--- config.mk ---
export PLATFORM = sky130hd
export DESIGN_NAME = fqc_top
export DESIGN_NICKNAME = d
export VERILOG_FILES = /design/src/fqc_pkg.sv /design/src/fqc_if.sv /design/src/fqc_used_counter.sv /design/src/fqc_top.sv
export SDC_FILE = /design/constraint.sdc
export NUM_CORES = 1
export LEC_CHECK = 0
export BUFFER_PORTS_ARGS = -buffer_cell sky130_fd_sc_hd__buf_2
export CAP_MARGIN = 40
export CORE_UTILIZATION = 51
export DETAILED_ROUTE_END_ITERATION = 8
export GPL_TIMING_DRIVEN = 0
export PLACE_DENSITY = 0.8
export SYNTH_ARGS = -nofsm -noshare
export SYNTH_HDL_FRONTEND = slang
export SYNTH_SLANG_ARGS = --single-unit
--- constraint.sdc ---
create_clock -name clk -period 3.84 [get_ports clk]
set_clock_uncertainty 0.1 [all_clocks]
set_input_delay 0.576 -clock clk [delete_from_list [all_inputs] [get_ports clk]]
set_output_delay 0.576 -clock clk [all_outputs]
set_load 0.05 [all_outputs]
--- src/fqc_pkg.sv ---
// Purpose: constants and types shared by the frame queue control block
// Assumes: 32-bit classic Wishbone register bus, byte addresses
// Notes: offsets are byte addresses of aligned words
`default_nettype none
package fqc_pkg;
    localparam logic [7:0] FQC_TX_CTL_OFS = 8'hC4;
    localparam logic [7:0] FQC_RX_END_OFS = 8'hC8;
    localparam logic [7:0] FQC_TX_END_OFS = 8'hCC;
    localparam logic [7:0] FQC_PAUSE_OFS = 8'hD0;
    localparam logic [7:0] FQC_RX_PATH_OFS = 8'hD4;
    localparam logic [7:0] FQC_TX_PATH_OFS = 8'hD8;
    localparam logic [7:0] FQC_RX_USED_OFS = 8'hC0;
    localparam int FQC_EN_BIT = 31;
    localparam int FQC_RST_BIT = 30;
    localparam int FQC_OFF_BIT = 20;
    localparam int FQC_OFF_LO = 8;
    localparam logic [6:0] FQC_RX_END_RST = 7'h17;
    localparam logic [5:0] FQC_TX_END_RST = 6'h17;
    localparam logic [6:0] FQC_THR_RST = 7'h00;
    localparam logic [6:0] FQC_END_LSB = 7'h7F;
    localparam int FQC_END_SHIFT = 7;
    localparam int FQC_UNIT_SHIFT = 9;
    localparam logic [15:0] FQC_MAX_BYTES = 16'h3000;
    typedef enum logic [1:0] {
        FQC_IDLE = 2'b00,
        FQC_SEND = 2'b01,
        FQC_DRAIN = 2'b11
    } fqc_tx_state_t;
endpackage : fqc_pkg
`default_nettype wire

--- src/fqc_if.sv ---
// Purpose: byte accounting bundle between the top and the counter
// Assumes: one clock
// Notes: add and sub carry already rounded byte amounts
`default_nettype none
interface fqc_cnt_if;
    logic add;
    logic [15:0] add_bytes;
    logic sub;
    logic [15:0] sub_bytes;
    logic clear;
    logic [15:0] count;
    modport owner (input add, input add_bytes, input sub, input sub_bytes, input clear, output count);
    modport user (output add, output add_bytes, output sub, output sub_bytes, output clear, input count);
endinterface : fqc_cnt_if
`default_nettype wire

--- src/fqc_used_counter.sv ---
// Purpose: byte occupancy counter for one frame queue
// Assumes: amounts already rounded to words
// Notes: saturates at zero and full scale to avoid wrap
`default_nettype none
module fqc_used_counter
    import fqc_pkg::*;
(
    input wire logic clk,
    input wire logic sys_rst,
    fqc_cnt_if.owner cnt
);
    logic [15:0] used;
    wire [16:0] up = {1'b0, used} + (cnt.add ? {1'b0, cnt.add_bytes} : 17'h00000);
    wire [16:0] down = cnt.sub ? {1'b0, cnt.sub_bytes} : 17'h00000;
    wire [16:0] next_raw = (up < down) ? 17'h00000 : up - down;
    wire [15:0] next_used = next_raw[16] ? 16'hFFFF : next_raw[15:0];
    always_ff @(posedge clk or posedge sys_rst) begin
        if (sys_rst) begin
            used <= 16'h0000;
        end else if (cnt.clear) begin
            used <= 16'h0000;
        end else begin
            used <= next_used;
        end
    end
    assign cnt.count = used;
endmodule : fqc_used_counter
`default_nettype wire

--- src/fqc_top.sv ---
// Purpose: frame queue control and status for the transmit and receive frame queues
// Assumes: classic Wishbone slave, 40 MHz clk, one-cycle frame events from queue logic
// Notes: frame byte amounts arrive unrounded; words, command words and checksums added here
`default_nettype none
module fqc_top
    import fqc_pkg::*;
(
    input wire logic clk,
    input wire logic sys_rst,
    input wire logic wb_cyc_i,
    input wire logic wb_stb_i,
    input wire logic wb_we_i,
    input wire logic [7:0] wb_adr_i,
    input wire logic [3:0] wb_sel_i,
    input wire logic [31:0] wb_dat_i,
    output logic [31:0] wb_dat_o,
    output logic wb_ack_o,
    input wire logic tx_wr_frame,
    input wire logic [15:0] tx_wr_len,
    input wire logic [15:0] tx_wr_extra,
    input wire logic tx_frame_pending,
    output logic tx_start,
    input wire logic tx_done,
    input wire logic tx_retry,
    input wire logic half_duplex,
    output logic tx_discard,
    output logic tx_queue_flush,
    output logic usb_ingress_flush,
    input wire logic rx_wr_frame,
    input wire logic [15:0] rx_wr_len,
    input wire logic [15:0] rx_wr_extra,
    input wire logic rx_rd_frame,
    input wire logic [15:0] rx_rd_len,
    input wire logic [15:0] rx_rd_extra,
    input wire logic tx_rd_frame,
    input wire logic [15:0] tx_rd_len,
    input wire logic [15:0] tx_rd_extra,
    input wire logic [15:0] usb_egress_bytes,
    input wire logic [15:0] usb_ingress_bytes,
    output logic pause_request,
    output logic [15:0] rx_queue_end_addr,
    output logic [15:0] tx_queue_end_addr
);
    ////////////////////////////////////////////////////////////////////////
    // register bus decode
    logic tx_queue_enable;
    logic tx_queue_off_flag;
    logic [6:0] rx_queue_end;
    logic [5:0] tx_queue_end;
    logic [6:0] pause_on_thr;
    logic [6:0] pause_off_thr;
    logic tx_rst_pulse;
    fqc_tx_state_t tx_state;
    fqc_tx_state_t next_tx_state;
    logic [15:0] rx_queue_bytes;
    logic [15:0] tx_queue_bytes;
    wire bus_req = wb_cyc_i & wb_stb_i & ~wb_ack_o;
    wire bus_wr = bus_req & wb_we_i;
    wire hit_tx_ctl = wb_adr_i == FQC_TX_CTL_OFS;
    wire hit_rx_end = wb_adr_i == FQC_RX_END_OFS;
    wire hit_tx_end = wb_adr_i == FQC_TX_END_OFS;
    wire hit_pause = wb_adr_i == FQC_PAUSE_OFS;
    wire hit_rx_path = wb_adr_i == FQC_RX_PATH_OFS;
    wire hit_tx_path = wb_adr_i == FQC_TX_PATH_OFS;
    wire hit_rx_used = wb_adr_i == FQC_RX_USED_OFS;
    wire wr_tx_ctl_hi = bus_wr & hit_tx_ctl & wb_sel_i[3];
    wire wr_tx_ctl_b2 = bus_wr & hit_tx_ctl & wb_sel_i[2];
    wire wr_rx_end = bus_wr & hit_rx_end & wb_sel_i[0];
    wire wr_tx_end = bus_wr & hit_tx_end & wb_sel_i[0];
    wire wr_pause_lo = bus_wr & hit_pause & wb_sel_i[0];
    wire wr_pause_hi = bus_wr & hit_pause & wb_sel_i[1];
    wire [31:0] rd_tx_ctl = {tx_queue_enable, 1'b0, 9'h000, tx_queue_off_flag, 4'h0, tx_queue_bytes};
    wire [31:0] rd_rx_used = {16'h0000, rx_queue_bytes};
    wire [31:0] rd_pause = {17'h00000, pause_off_thr, 1'b0, pause_on_thr};
    wire [15:0] rx_path_total_bytes = rx_queue_bytes + usb_egress_bytes;
    wire [15:0] tx_path_total_bytes = tx_queue_bytes + usb_ingress_bytes;
    wire [31:0] rd_mux = hit_tx_ctl ? rd_tx_ctl :
                         hit_rx_used ? rd_rx_used :
                         hit_rx_end ? {25'h0000000, rx_queue_end} :
                         hit_tx_end ? {26'h0000000, tx_queue_end} :
                         hit_pause ? rd_pause :
                         hit_rx_path ? {rx_path_total_bytes, usb_egress_bytes} :
                         hit_tx_path ? {tx_path_total_bytes, usb_ingress_bytes} : 32'h00000000;

    // unmapped addresses ack with zero data so the master never hangs
    always_ff @(posedge clk or posedge sys_rst) begin
        if (sys_rst) begin
            wb_ack_o <= 1'b0;
            wb_dat_o <= 32'h00000000;
        end else begin
            wb_ack_o <= bus_req;
            wb_dat_o <= (bus_req & ~wb_we_i) ? rd_mux : 32'h00000000;
        end
    end

    ////////////////////////////////////////////////////////////////////////
    // configuration registers
    always_ff @(posedge clk or posedge sys_rst) begin
        if (sys_rst) begin
            rx_queue_end <= FQC_RX_END_RST;
            tx_queue_end <= FQC_TX_END_RST;
            pause_on_thr <= FQC_THR_RST;
            pause_off_thr <= FQC_THR_RST;
        end else begin
            // no guard against resize in flight; software halts the path first
            if (wr_rx_end) begin
                rx_queue_end <= wb_dat_i[6:0];
            end
            if (wr_tx_end) begin
                tx_queue_end <= wb_dat_i[5:0];
            end
            if (wr_pause_lo) begin
                pause_on_thr <= wb_dat_i[6:0];
            end
            if (wr_pause_hi) begin
                pause_off_thr <= wb_dat_i[FQC_OFF_LO +: 7];
            end
        end
    end

    assign rx_queue_end_addr = {2'b00, rx_queue_end, FQC_END_LSB};
    assign tx_queue_end_addr = {3'b000, tx_queue_end, FQC_END_LSB};

    ////////////////////////////////////////////////////////////////////////
    // transmit enable, reset and disable sequence
    wire en_write = wr_tx_ctl_hi;
    wire next_enable = en_write ? wb_dat_i[FQC_EN_BIT] : tx_queue_enable;
    wire disable_edge = tx_queue_enable & ~next_enable;
    wire rst_write = wr_tx_ctl_hi & wb_dat_i[FQC_RST_BIT];
    wire clr_off = wr_tx_ctl_b2 & wb_dat_i[FQC_OFF_BIT];
    logic draining;
    wire drain_done = draining & (tx_state == FQC_IDLE);

    always_ff @(posedge clk or posedge sys_rst) begin
        if (sys_rst) begin
            tx_queue_enable <= 1'b0;
            tx_rst_pulse <= 1'b0;
            draining <= 1'b0;
        end else begin
            tx_queue_enable <= next_enable;
            tx_rst_pulse <= rst_write;
            if (disable_edge) begin
                draining <= 1'b1;
            end else if (drain_done | tx_rst_pulse | next_enable) begin
                draining <= 1'b0;
            end
        end
    end

    always_ff @(posedge clk or posedge sys_rst) begin
        if (sys_rst) begin
            tx_queue_off_flag <= 1'b0;
        end else if (drain_done) begin
            tx_queue_off_flag <= 1'b1;
        end else if (clr_off) begin
            tx_queue_off_flag <= 1'b0;
        end
    end

    assign tx_queue_flush = tx_rst_pulse;
    assign usb_ingress_flush = tx_rst_pulse;

    ////////////////////////////////////////////////////////////////////////
    // transmit frame sequencer
    // start only while enabled
    wire can_start = tx_queue_enable & tx_frame_pending;
    wire retry_dead = tx_retry & half_duplex & ~tx_queue_enable;

    always_comb begin
        next_tx_state = tx_state;
        unique case (tx_state)
            FQC_IDLE: begin
                if (can_start) begin
                    next_tx_state = FQC_SEND;
                end
            end
            FQC_SEND: begin
                if (tx_done | retry_dead) begin
                    next_tx_state = FQC_IDLE;
                end else if (~tx_queue_enable) begin
                    next_tx_state = FQC_DRAIN;
                end
            end
            FQC_DRAIN: begin
                if (tx_done | retry_dead) begin
                    next_tx_state = FQC_IDLE;
                end
            end
            default: begin
                next_tx_state = FQC_IDLE;
            end
        endcase
    end

    always_ff @(posedge clk or posedge sys_rst) begin
        if (sys_rst) begin
            tx_state <= FQC_IDLE;
        end else if (tx_rst_pulse) begin
            tx_state <= FQC_IDLE;
        end else begin
            tx_state <= next_tx_state;
        end
    end

    assign tx_start = (tx_state == FQC_IDLE) & can_start & ~tx_rst_pulse;
    assign tx_discard = retry_dead & (tx_state != FQC_IDLE);

    ////////////////////////////////////////////////////////////////////////
    // byte accounting
    // round to word, add extras
    function automatic logic [15:0] fqc_round(input logic [15:0] len, input logic [15:0] extra);
        logic [15:0] words;
        words = (len + 16'h0003) & 16'hFFFC;
        return words + extra;
    endfunction : fqc_round

    fqc_cnt_if tx_cnt ();
    fqc_cnt_if rx_cnt ();

    assign tx_cnt.add = tx_wr_frame;
    assign tx_cnt.add_bytes = fqc_round(tx_wr_len, tx_wr_extra);
    assign tx_cnt.sub = tx_rd_frame | (tx_discard & tx_rd_frame);
    assign tx_cnt.sub_bytes = fqc_round(tx_rd_len, tx_rd_extra);
    assign tx_cnt.clear = tx_rst_pulse;
    assign tx_queue_bytes = tx_cnt.count;

    assign rx_cnt.add = rx_wr_frame;
    assign rx_cnt.add_bytes = fqc_round(rx_wr_len, rx_wr_extra);
    assign rx_cnt.sub = rx_rd_frame;
    assign rx_cnt.sub_bytes = fqc_round(rx_rd_len, rx_rd_extra);
    assign rx_cnt.clear = 1'b0;
    assign rx_queue_bytes = rx_cnt.count;

    fqc_used_counter u_tx_used (
        .clk(clk),
        .sys_rst(sys_rst),
        .cnt(tx_cnt.owner)
    );
    fqc_used_counter u_rx_used (
        .clk(clk),
        .sys_rst(sys_rst),
        .cnt(rx_cnt.owner)
    );

    ////////////////////////////////////////////////////////////////////////
    // pause watermarks, hysteresis between on and off thresholds
    // 512-byte units
    wire [6:0] rx_units = rx_queue_bytes[FQC_UNIT_SHIFT +: 7];
    wire pause_on_hit = rx_units >= pause_on_thr;
    wire pause_off_hit = rx_units <= pause_off_thr;

    always_ff @(posedge clk or posedge sys_rst) begin
        if (sys_rst) begin
            pause_request <= 1'b0;
        end else if (pause_on_hit) begin
            pause_request <= 1'b1;
        end else if (pause_off_hit) begin
            pause_request <= 1'b0;
        end
    end
endmodule : fqc_top
`default_nettype wire

# After elaboration in Yosys (flattened, before gate mapping)
# Index checks and enable logic that the tools add are counted.
# classes
addsub	14
n_mul	0
n_div	0
order_cmp	4
n_eq_ne	12
shift	0
muxes	30
bitwise	34
n_reduce_logical	6
# ops
cell	n
$mux W32	8
$mux W16	7
$add A16 B16 Y16	6
$add A16 B2 Y16 const B	4
$eq A8 B8 Y1 const B	7
$add A16 B17 Y17	2
$lt A17 B17 Y1	2
$mux W17	2
$sub A17 B17 Y17	2
$and A1 B1 Y1	25
$mux W2	5
$reduce_bool A2 Y1	4
$ge A7 B7 Y1	1
$le A7 B7 Y1	1
$mux W1	7
$ne A3 B3 Y1 const B	2
$pmux W2 S3	1
$not A1 Y1	5
$ne A4 B4 Y1 const B	1
$or A1 B1 Y1	4
$reduce_and A3 Y1	1
$eq A2 B1 Y1 const B	1
$eq A2 B2 Y1 const B	1
$logic_not A2 Y1	1
# word_totals
reg_bits	99
latchBits	0
mem_bits_rw	0
mem_bits_ro	0
input_bits	217
out_inout_bits	70
word_cells	114
mem_count	0

# Logic depth before layout (Yosys ltp)
# Gate-level depths: netlist (run 1).
# depth
depth_word	10
ltp_mapped	27
depth_no_buf	26

# Cells and area by module
# Synthesis (run 1) repeated with hierarchy kept, for this count alone.
# unflattened
hier_cells	1479
hier_area_um2	12543.3
# by_module_without_submodules
mod	instances	cells_each	area_each_um2	seq_area_each_um2
fqc_top	1	934	7902.6	1686.6
fqc_used_counter at u_rx_used	1	278	2327.2	400.4
fqc_used_counter at u_tx_used	1	267	2313.5	400.4

# Least setup slack after synthesis (run 1)
# No wires, ideal clock.
# synth_timing
path_type	input to register
start	in tx_wr_len[2]
end	reg u_tx_used.used[6] (netlist: u_tx_used.cnt.count[6])
setup_ns	0.122
arrival_ns	5.329
required_time_ns	3.618
path_slack_ns	-1.711
cell_stages	26
n_path_buf	1
path_cell_list	nor3_1 -> nor2_1 -> ha_1 -> fa_1 -> a21o_1 -> a21oi_1 -> nor2b_1 -> o21a_1 -> o41ai_1 -> o21a_1 -> xnor2_1 -> and2_1 -> ha_1 -> o21ai_0 -> a21oi_1 -> nor2_1 -> o31ai_2 -> xor2_1 -> ha_1 -> and2_1 -> a22oi_1 -> o211ai_1 -> a21oi_1 -> xor2_2 -> buf_6 -> a21oi_2
# synth_via
elab_chain_len	8
# synth_lines
item	line_no	source
start: declaration	fqc_top.sv:19	input wire logic [15:0] tx_wr_len,
$add A16 B2 Y16 (*)	fqc_top.sv:213	words = (len + 16'h0003) & 16'hFFFC;
$add A16 B16 Y16 (*)	fqc_top.sv:214	return words + extra;
$mux W16 (*)	fqc_used_counter.sv:13	wire [16:0] up = {1'b0, used} + (cnt.add ? {1'b0, cnt.add_bytes} : 17'h00000);
$add A16 B17 Y17 (*)	fqc_used_counter.sv:13	
$sub A17 B17 Y17 or $lt A17 B17 Y1 (tied branches)	fqc_used_counter.sv:15	wire [16:0] next_raw = (up < down) ? 17'h00000 : up - down;
$mux W17 (*)	fqc_used_counter.sv:15	
$mux W16 (*)	fqc_used_counter.sv:16	wire [15:0] next_used = next_raw[16] ? 16'hFFFF : next_raw[15:0];
$mux W16 (*)	fqc_used_counter.sv:20	end else if (cnt.clear) begin
end signal: assignment	fqc_used_counter.sv:23	used <= next_used;
end: declaration	fqc_used_counter.sv:12	logic [15:0] used;
# Mark *: on every way between the ends. The rest lies on a longest branch, timed or not.
# A chain may end at the register's enable or synchronous reset.

# Worst setup path in the final report (run 1)
# layout_timing
start	in tx_wr_len[2]
end	reg u_tx_used.used[7] (netlist: u_tx_used.cnt.count[7])
# The elaborated chain is that of the path after synthesis.

==> flow_summary.json, run 1 <==
{
  "status": "finished, violations left",
  "failed_checks": "setup timing",
  "ctsHoldBuffers": 0,
  "synth_cell_types": 73,
  "startpoint": "tx_wr_len[2]",
  "grt_max_degree": 61,
  "dr.pass1.iters": 5,
  "yosys_register_bits": 99,
  "cp-end-kind": "flip-flop",
  "cts_tree": "yes",
  "drc_errors": 0,
  "synth_edf_count": 0,
  "r2r-end": "u_tx_used.cnt.count[7]",
  "ys.flop_type": "dfrtp_1",
  "rsz0062_at_grt": "yes",
  "root_buffer": "clkbuf_16",
  "num_rows": 55,
  "clock_sinks": 99,
  "clock.fmax_mhz": 189,
  "pin_count": 287,
  "ir_drop_v": 0.000514,
  "overflow": 0,
  "first_iter_violations": 685,
  "gp_congestion": 1.01,
  "clkLatencyLatePin_ps": 370,
  "async_reset_ff_share_pct": 100,
  "vias_per_cell": 5.73,
  "arrival_ps": 5410,
  "io_buffer_count": 251,
  "syn_avg_cell_area_um2": 8.23,
  "initial_core_util_pct": 52.3,
  "cap_violations": 0,
  "die_w_um": 155,
  "setup_violations": 32,
  "cts_max_level": 3,
  "netlist_instances": 1443,
  "hpwl_mm": 28.2,
  "ant_nets": 0,
  "worstSetupStartpointType": "primary input",
  "netlist_area_um2": 11900,
  "hold_class": "primary input to async pin",
  "die_y_um": 155,
  "max_stage_delay_ps": 400,
  "grt_pass1_vias": 11400,
  "vias": 11900,
  "critPathMaxFanout": 5,
  "setup_ws_ps": -1440,
  "antenna_found_initial": 0,
  "crit_path_end": "u_tx_used.cnt.count[7]",
  "path_clk_slew_ps": 80,
  "finalNonFillerCells": 2075,
  "grt_use_total_pct": 30.0,
  "slew_headroom_pct": 44.1,
  "finalHoldViolCount": 0,
  "cts_buffers": 9,
  "drt-total-wl_mm": 37.0,
  "finalPower_w": 0.0131,
  "p_leak_nw": 7.20,
  "drive_above_1_share_pct": 29.8,
  "die_area_um2": 23900,
  "area_growth_pct": 28.4,
  "crit_top_cell": "a21oi_2",
  "place_inst": 1997,
  "grt_pass1_wl_mm": 56.8,
  "post_drt_wl_per_cell_um": 17.8,
  "clock_path_buffers": 2,
  "critPathKind": "primary input to flip-flop",
  "maxSlewViolCount": 0,
  "fin_crit_ps": 5280,
  "core_um2": 22700,
  "r2r_cells": 17,
  "worstMarginPinSlew_ps": 831,
  "ys_seq_area_share_pct": 21.0,
  "slowest_stage": "fa_2",
  "cp.required_ps": 3970,
  "period_share_pct": 137,
  "finalNetCount": 2172,
  "yosysWarnings": 0,
  "reg2reg_slack_ps": -620,
  "diodes": 0,
  "power.density_nw_per_um2": 863,
  "reg2reg_from": "u_tx_used.cnt.count[1]"
}
-- flip-flops by register name (all words and copies together) (netlist names), 2 cells and up --
name                 cells
u_rx_used.cnt.count     16
pause_on_thr             7
tx_state                 2
tx_queue_end             6
u_tx_used.cnt.count     16
rx_queue_end             7
pause_off_thr            7
wb_dat_o                32
-- cells by family (layout without fill, tap and decap cells) --
family                     count (synthesis)  count (layout)  share of synthesized area (%)
buffers and inverters                    102             432                           4.00
DFF                                       99              99                           21.0
other                                      2              19                         0.0633
adders and majority gates                170             170                           18.5
muxes                                     34              34                           3.09
AOI/OAI and AO/OA                        408             408                           21.7
xor gates and xnor gates                 181             181                           13.4
and+or+nand+nor                          447             447                           18.2
-- stage by stage --
stage	setup WS, ps	hold WS [ps]	util, %	TNS [ps]	cell area [um^2]
after floorplan	-1270	365	-	-38320	12100
after detailed placement	-2080	347	60.6	-63300	13800
final	-1440	148	67.1	-43900	15200
after CTS	-1270	164	65.4	-39450	14900
after global placement	-1990	336	60.5	-95380	13700
after global routing	-1670	190	67.1	-50210	15200
-- synth_stat cells, types with 8 or more instances --
cell type	instances	area share, %
a21o_1	30	1.9
a21oi_1	131	5.5
a21oi_2	10	0.74
a221oi_1	8	0.59
a22oi_1	20	1.3
a31oi_1	11	0.58
and2_1	45	2.4
buf_4	20	1.3
clkbuf_1	18	0.57
dfrtp_1	91	19
dfstp_2	8	1.8
fa_1	10	1.7
ha_1	160	17
inv_1	56	1.8
mux2_2	21	2.0
mux2i_1	13	1.1
nand2_1	112	3.5
nand2b_1	20	1.1
nand3_1	30	1.3
nand3b_1	8	0.51
nor2_1	128	4.0
nor2b_1	20	1.1
nor3_1	34	1.4
o21a_1	25	1.6
o21ai_0	77	3.2
o21ai_1	11	0.46
o21bai_1	11	0.70
o22ai_1	17	0.90
or2_2	8	0.42
or3_1	13	0.69
xnor2_1	126	9.3
xor2_1	54	4.0
-- worst min-delay path by stage --
| stage | end | cells past startpoint | slack [ps] |
|---|---|---|---|
| after floorplan | tx_queue_off_flag | 1 | 360 |
| after global placement | wb_ack_o | 1 | 340 |
| after detailed placement | wb_ack_o | 1 | 350 |
| after CTS | wb_dat_o[19] | 2 | 160 |
| after global routing | wb_dat_o[19] | 2 | 190 |
| final | wb_dat_o[19] | 2 | 150 |
-- repair_timing --
action | 4_1_cts | 5_1_grt
gates cloned | 4 | 0
pin swaps | 75 | 60
buffers inserted | 44 | 14
setup endpoints to repair | 32 | 32
gates resized for setup | 86 | 53
-- critical path, delay by kind of cell --
| kind | cells | cell delay [ps] |
|---|---|---|
| compound gates | 12 | 1990 |
| xor+xnor | 3 | 610 |
| fa+ha+maj | 4 | 1130 |
| buf+inv | 2 | 300 |
| simple gates | 6 | 780 |
-- power breakdown --
group	total [W]	switching, W	internal [W]
sequential	0.00167	0.000380	0.00129
clock	0.000891	0.000443	0.000449
combinational	0.0106	0.00554	0.00504
-- area by class of cell --
cell class | count | area (um^2)
Fill cell | 1871 | 7470
Multi-Input combinational cell | 1259 | 9740
Inverter | 56 | 215
Sequential cell | 99 | 2490
Tap cell | 285 | 357
Clock buffer | 10 | 229
Clock inverter | 6 | 47.5
Timing Repair Buffer | 314 | 1890
Buffer | 46 | 282
-- cells in the final DEF, fill, tap and decap left out, drive strengths merged, types with 8 or more instances in the layout --
cell | netlist | routed
buf | 28 | 342
nand2b | 20 | 20
nand3 | 30 | 30
o21ai | 88 | 88
or2 | 9 | 9
mux2i | 13 | 13
a21o | 31 | 31
or3 | 15 | 15
fa | 10 | 10
a22oi | 20 | 20
and2 | 45 | 45
xor2 | 55 | 55
nor3 | 34 | 34
clkbuf | 18 | 28
o21bai | 11 | 11
a31oi | 11 | 11
ha | 160 | 160
dfrtp | 91 | 91
conb | 2 | 19
inv | 56 | 59
o21a | 25 | 25
xnor2 | 126 | 126
nand2 | 113 | 113
mux2 | 21 | 21
nor2 | 128 | 128
nor2b | 21 | 21
dfstp | 8 | 8
a221oi | 8 | 8
o22ai | 17 | 17
a21oi | 142 | 142
nand3b | 8 | 8
-- layer usage --
metal | track usage (%) | wire length, um | vias to the layer above
met3 | 3.50 | 2060 | 93
met5 | 0 | 0 | -
met1 | 38.1 | 15800 | 5555
li1 | - | - | 5819
met2 | 52.2 | 17700 | 432
met4 | 11.2 | 1400 | 0
No activity file was read; power rests on OpenSTA's default activity.
==> inputs of run 2 (changes only) <==
--- a/config.mk
+++ b/config.mk
@@ -5,12 +5,12 @@
 export SDC_FILE = /design/constraint.sdc
 export NUM_CORES = 1
 export LEC_CHECK = 0
-export BUFFER_PORTS_ARGS = -buffer_cell sky130_fd_sc_hd__buf_2
 export CAP_MARGIN = 40
-export CORE_UTILIZATION = 51
+export CORE_UTILIZATION = 60
 export DETAILED_ROUTE_END_ITERATION = 8
+export DONT_BUFFER_PORTS = 1
 export GPL_TIMING_DRIVEN = 0
-export PLACE_DENSITY = 0.8
+export PLACE_DENSITY = 0.79
 export SYNTH_ARGS = -nofsm -noshare
 export SYNTH_HDL_FRONTEND = slang
 export SYNTH_SLANG_ARGS = --single-unit
==> run 2 against run 1 <==
The flow still finishes with violations (setup timing); combinational power shrank 7%; critical path depth is the same; routed wire length shrank 10%; first-iteration DRC count shrank 14%; global-route usage grew 2.0 points; count of clock-buffer cells in the layout shrank 1; sequential share of layout area grew 1.8 points; die area shrank 15%; worst hold slack lost 120 ps; largest cell class unchanged; non-clock buffer count shrank 259.
==> flow_summary.json, run 2 (synthesis results as in run 1) <==
{
  "io_buffer_count": 0,
  "power.density_nw_per_um2": 906,
  "worstSetupStartpointType": "primary input",
  "maxSlewViolCount": 0,
  "worstMarginPinSlew_ps": 876,
  "p_leak_nw": 6.04,
  "ant_nets": 0,
  "failed_checks": "setup timing",
  "period_share_pct": 132,
  "die_area_um2": 20400,
  "clkLatencyLatePin_ps": 370,
  "rsz0062_at_grt": "yes",
  "antenna_found_initial": 1,
  "hold_class": "primary input to async pin",
  "core_um2": 19400,
  "pin_count": 287,
  "cts_buffers": 9,
  "critPathKind": "primary input to flip-flop",
  "drive_above_1_share_pct": 16.5,
  "path_clk_slew_ps": 80,
  "setup_violations": 32,
  "first_iter_violations": 587,
  "setup_tns_ps": -38270,
  "place_inst": 1727,
  "critPathMaxFanout": 5,
  "status": "finished, violations left",
  "finalNetCount": 1913,
  "cp.required_ps": 3980,
  "vias": 10800,
  "ir_drop_v": 0.000487,
  "grt_pass1_wl_mm": 50.7,
  "area_growth_pct": 15.5,
  "cts_tree": "yes",
  "initial_core_util_pct": 61.2,
  "vias_per_cell": 6.03,
  "grt_pass1_vias": 10300,
  "num_rows": 51,
  "die_w_um": 143,
  "overflow": 0,
  "grt_max_degree": 57,
  "finalNonFillerCells": 1797,
  "grt_use_total_pct": 32.0,
  "largest_reg_flops": 32,
  "dr.pass1.iters": 5,
  "cts_max_level": 3,
  "drt-total-wl_mm": 33.2,
  "cap_violations": 0,
  "die_y_um": 143,
  "gp_congestion": 0.954,
  "arrival_ps": 5220,
  "final_cell_mix": "ha_1, nor2_1, xnor2_1, nand2_1, a21oi_1",
  "post_drt_wl_per_cell_um": 18.5,
  "finalHoldViolCount": 0,
  "slew_headroom_pct": 41.4,
  "hpwl_mm": 26.0,
  "drc_errors": 0,
  "root_buffer": "clkbuf_16",
  "clock_sinks": 99,
  "clock_path_buffers": 2,
  "finalPower_w": 0.0124,
  "fin_crit_ps": 5070,
  "clock.fmax_mhz": 197,
  "setup_ws_ps": -1230,
  "final_common_cell": "ha_1",
  "cp-end-kind": "flip-flop",
  "top_register": "wb_dat_o"
}
run 2: cell types whose count changed in the layout (fill, tap and decap cells not counted), moves of 5 or more:
cell	previous run	this run
buf_2	245	0
ha_1	144	150
buf_4	69	64
nor2_1	119	125
buf_6	16	11
nor2_2	9	2
run 2: critical path: stages:
cell,delay [ps]
nor3_4,140
nor2_1,50
ha_2,190
fa_2,380
a21o_1,200
a21oi_2,170
nor2b_1,60
o21a_1,220
o41ai_4,290
xnor2_1,110
and2_4,180
ha_4,290
inv_4,40
o22ai_4,170
o21a_1,170
nor2_1,60
xnor2_1,200
ha_1,300
nand2_1,100
nor2_1,50
a211oi_2,230
o31ai_4,130
a21oi_2,200
o21ai_2,110
a211oi_4,330
buf_6,190
a21oi_2,40
run 2: report_power, final:
group	switching [W]	internal [W]
combinational	0.00515	0.00468
clock	0.000461	0.000458
sequential	0.000379	0.00129
run 2: what timing repair did:
action,in CTS,in global routing
hold buffers,0,0
buffers inserted,32,18
endpoints found under the setup margin,32,32
cloned,4,0
hold endpoints to repair,0,0
gates resized for setup,72,32
pin swaps,48,47
run 2: through the flow:
stage / hold WS [ps] / setup WS, ps / cell area [um^2] / utilization (%)
floorplan: 365 / -1270 / 12100 / -
global placement: 393 / -1870 / 12500 / 64.2
detailed placement: 380 / -1990 / 12500 / 64.4
CTS: 50.7 / -1080 / 13400 / 69.2
global route: 76.7 / -1500 / 13700 / 70.7
finish: 28.5 / -1230 / 13700 / 70.7
run 2: path summary, 6_finish.rpt:
| kind | from | endpoint | slack, ps | depth (start not counted) |
|---|---|---|---|---|
| setup / recovery | rx_wr_len[2] | u_rx_used.cnt.count[14] | -1230 | 27 |
| max in group asynchronous | sys_rst | u_rx_used.cnt.count[11] | 2940 | 2 |
| hold reg to reg | draining | tx_queue_off_flag | 410 | 1 |
| setup reg to reg | u_rx_used.cnt.count[0] | u_rx_used.cnt.count[13] | -550 | 17 |
| hold / removal | sys_rst | wb_dat_o[18] | 30 | 1 |
| min in group clk | wb_dat_i[2] | pause_on_thr[2] | 230 | 2 |
run 2: layout make-up:
type,count,area (um^2)
Sequential cell,99,2490
Timing Repair Buffer,55,479
Tap cell,265,332
Antenna cell,1,2.50
Clock buffer,9,225
Clock inverter,7,67.6
Inverter,56,215
Buffer,46,282
Fill cell,1523,5690
Multi-Input combinational cell,1259,9620
run 2: layer usage:
layer	GRT usage [%]	share of wire, %	routed length [um]
met5	0	0	0
met2	53.8	46	15200
met1	39.3	42	14000
met4	14.8	4.9	1630
met3	6.41	7.1	2370
==> inputs of run 3 (changes only) <==
--- a/config.mk
+++ b/config.mk
@@ -6,11 +6,10 @@
 export NUM_CORES = 1
 export LEC_CHECK = 0
 export CAP_MARGIN = 40
-export CORE_UTILIZATION = 60
+export CORE_UTILIZATION = 40
 export DETAILED_ROUTE_END_ITERATION = 8
 export DONT_BUFFER_PORTS = 1
 export GPL_TIMING_DRIVEN = 0
-export PLACE_DENSITY = 0.79
 export SYNTH_ARGS = -nofsm -noshare
 export SYNTH_HDL_FRONTEND = slang
 export SYNTH_SLANG_ARGS = --single-unit
==> run 3 against run 2 <==
Sequential share of layout area down 0.32 points; critical endpoint is now u_tx_used.cnt.count[7]; routed wire length up 2.9%; maximum frequency increased by 1.5%; worst hold slack better by 190 ps; the flow still finishes with violations (setup timing); count of clock-buffer cells in the layout rose by 1; setup slack improved by 73 ps; critical path type unchanged; power decreased by 1.8%; die area up 49%; critical path depth decreased by 3; utilization fell by 22 points; via count shrank 2.0%.
==> flow_summary.json, run 3 (synthesis results as in run 1) <==
{
  "grt_use_total_pct": 21.8,
  "drive_above_1_share_pct": 17.3,
  "grt_pass1_vias": 10200,
  "clock.fmax_mhz": 200,
  "finalNonFillerCells": 1915,
  "reg2reg_from": "u_tx_used.cnt.count[0]",
  "p_leak_nw": 6.06,
  "fin_area_um2": 14000,
  "crit_path_end": "u_tx_used.cnt.count[7]",
  "fill_cells": 2777,
  "setup_ws_ps": -1160,
  "dr.pass1.iters": 5,
  "cts_tree": "yes",
  "place_inst": 1846,
  "pwr-share-comb_pct": 78.2,
  "grt_max_degree": 70,
  "io_buffer_count": 0,
  "slowest_stage": "a221o_1",
  "ir_drop_v": 0.000449,
  "final_common_cell": "ha_1",
  "clock_path_buffers": 2,
  "ant_nets": 0,
  "path_clk_slew_ps": 80,
  "p_seq_share_pct": 13.9,
  "cts_max_level": 3,
  "worstSetupStartpointType": "primary input",
  "arrival_ps": 5140,
  "cts_buffers": 9,
  "gp_congestion": 0.937,
  "startpoint": "tx_wr_len[1]",
  "num_rows": 62,
  "critical_path_buf_inv_count": 2,
  "initial_core_util_pct": 41.0,
  "post_drt_wl_per_cell_um": 17.8,
  "grt_pass1_wl_mm": 52.6,
  "die_area_um2": 30400,
  "power.density_nw_per_um2": 874,
  "power_switching_w": 0.00579,
  "switching_share_pct": 47.5,
  "area_growth_pct": 17.5,
  "largest_reg_flops": 32,
  "die_w_um": 174,
  "vias": 10600,
  "hpwl_mm": 27.9,
  "clock_sinks": 99,
  "final_cell_mix": "ha_1, xnor2_1, nor2_1, nand2_1, a21oi_1",
  "dpl_cell_area_um2": 12600,
  "max_stage_delay_ps": 340,
  "worstMarginPinSlew_ps": 879,
  "critPathTopFamily": "compound AO/OA/AOI/OAI gates",
  "die_y_um": 174,
  "drc_errors": 0,
  "root_buffer": "clkbuf_16",
  "setup_violations": 32,
  "finalPower_w": 0.0122,
  "reg2reg_slack_ps": -530,
  "clkLatencyLatePin_ps": 380,
  "period_share_pct": 130,
  "crit_chain": "o211a_4 -> xor2_1 -> ha_1 -> a21o_1 -> a21oi_2 -> nor2b_1 -> o21a_1 -> o41ai_4 -> xnor2_1 -> and2_4 -> ha_4 -> nand2_2 -> or2_4 -> o211ai_1 -> xor2_1 -> ha_1 -> and4_1 -> a221o_1 -> a221o_1 -> nand2_2 -> a21o_4 -> buf_12 -> buf_8 -> a21oi_4",
  "antenna_found_initial": 1,
  "hold_class": "primary input to flip-flop",
  "top_register": "wb_dat_o",
  "vias_per_cell": 5.55,
  "first_iter_violations": 510,
  "finalHoldViolCount": 0,
  "rsz0062_at_grt": "yes",
  "cap_violations": 0,
  "drt-total-wl_mm": 34.1,
  "core_um2": 28900,
  "slew_headroom_pct": 41.2,
  "finalNetCount": 1912,
  "maxSlewViolCount": 0,
  "r2r-end": "u_tx_used.cnt.count[7]",
  "min_from": "wb_dat_i[4]",
  "cp-end-kind": "flip-flop",
  "internal_power_w": 0.00640,
  "overflow": 0,
  "clkPwrFrac_pct": 7.8,
  "status": "finished, violations left",
  "utilization_pct": 48.2,
  "critPathMaxFanout": 5,
  "cp.required_ps": 3980,
  "failed_checks": "setup timing",
  "pin_count": 287,
  "crit_cells": 24,
  "critPathKind": "primary input to flip-flop",
  "r2r_cells": 20,
  "fin_crit_ps": 5000
}
## run 3: changes by cell type in the layout (fill, tap and decap cells not counted), moves of 3 or more
cell | previous run | this run
nand3_2 | 0 | 3
buf_12 | 0 | 3
ha_1 | 150 | 147
nor2_1 | 125 | 122
nor2_2 | 2 | 5
buf_4 | 64 | 61
nand3_1 | 30 | 27
o21ai_2 | 3 | 7
nor3_2 | 0 | 3
## run 3: worst reg2reg max path: stages, from the launching register on
cell and delay, ps:
dfrtp_1 470, ha_1 260, inv_1 70, fa_1 240
nor2b_4 60, o31a_1 270, or3_4 360, nor2b_1 160
nor2_2 170, ha_1 290, o21ai_1 190, nand2b_1 80
a21o_1 180, o31a_1 140, a221o_1 370, a221o_1 340
nand2_2 90, a21o_4 150, buf_12 110, buf_8 110
a21oi_4 40
## run 3: area by class of cell
type / instances / area [um^2] / share of cell area (%)
Multi-Input combinational cell: 1259 / 9670 / 69.3
Sequential cell: 99 / 2490 / 17.8
Timing Repair Buffer: 54 / 512 / 3.67
Tap cell: 384 / 480 / 3.44
Buffer: 46 / 282 / 2.02
Clock buffer: 10 / 239 / 1.71
Inverter: 56 / 215 / 1.54
Clock inverter: 6 / 63.8 / 0.457
Antenna cell: 1 / 2.50 / 0.0179
## run 3: what timing repair did
item / 4_1_cts / 5_1_grt
setup buffers: 32 / 15
pin swaps: 42 / 41
resized for setup: 67 / 51
setup endpoints to repair: 32 / 32
gates cloned: 3 / 1
hold buffers: 1 / 0
endpoints found under the hold margin: 30 / 0
## run 3: worst min path at each step
| stage | end | slack (ps) | depth (start not counted) |
|---|---|---|---|
| 2_1_floorplan | tx_queue_off_flag | 360 | 1 |
| 3_3_place_gp | tx_queue_off_flag | 390 | 1 |
| 3_5_place_dp | wb_dat_o[18] | 370 | 1 |
| 4_1_cts | pause_on_thr[4] | 210 | 2 |
| 5_1_grt | pause_off_thr[6] | 220 | 2 |
| 6_report | pause_on_thr[4] | 220 | 2 |
## run 3: power groups by stage
| stage | combinational [W] | clock [W] | sequential (W) |
|---|---|---|---|
| after floorplan | 0.00642 | 0 | 0.00146 |
| after global placement | 0.00751 | 0 | 0.00171 |
| after detailed placement | 0.00760 | 0 | 0.00170 |
| after CTS | 0.00886 | 0.000964 | 0.00170 |
| after global routing | 0.0105 | 0.00101 | 0.00171 |
| final | 0.00954 | 0.000953 | 0.00170 |
## run 3: per-layer routing
layer,global-route usage (%),vias to the layer above,part of all wire (%)
met5,0,-,0
met1,28.4,4957,45
li1,-,5309,-
met3,4.29,37,6.5
met4,4.90,0,2.0
met2,37.1,321,47
## run 3: stage by stage
step	worst slack [ps]	TNS [ps]	hold WS (ps)
after floorplan	-1270	-38320	365
after global placement	-1850	-90140	387
after detailed placement	-1900	-57370	367
after CTS	-1160	-34620	215
after global routing	-1370	-41450	222
final	-1160	-34990	217
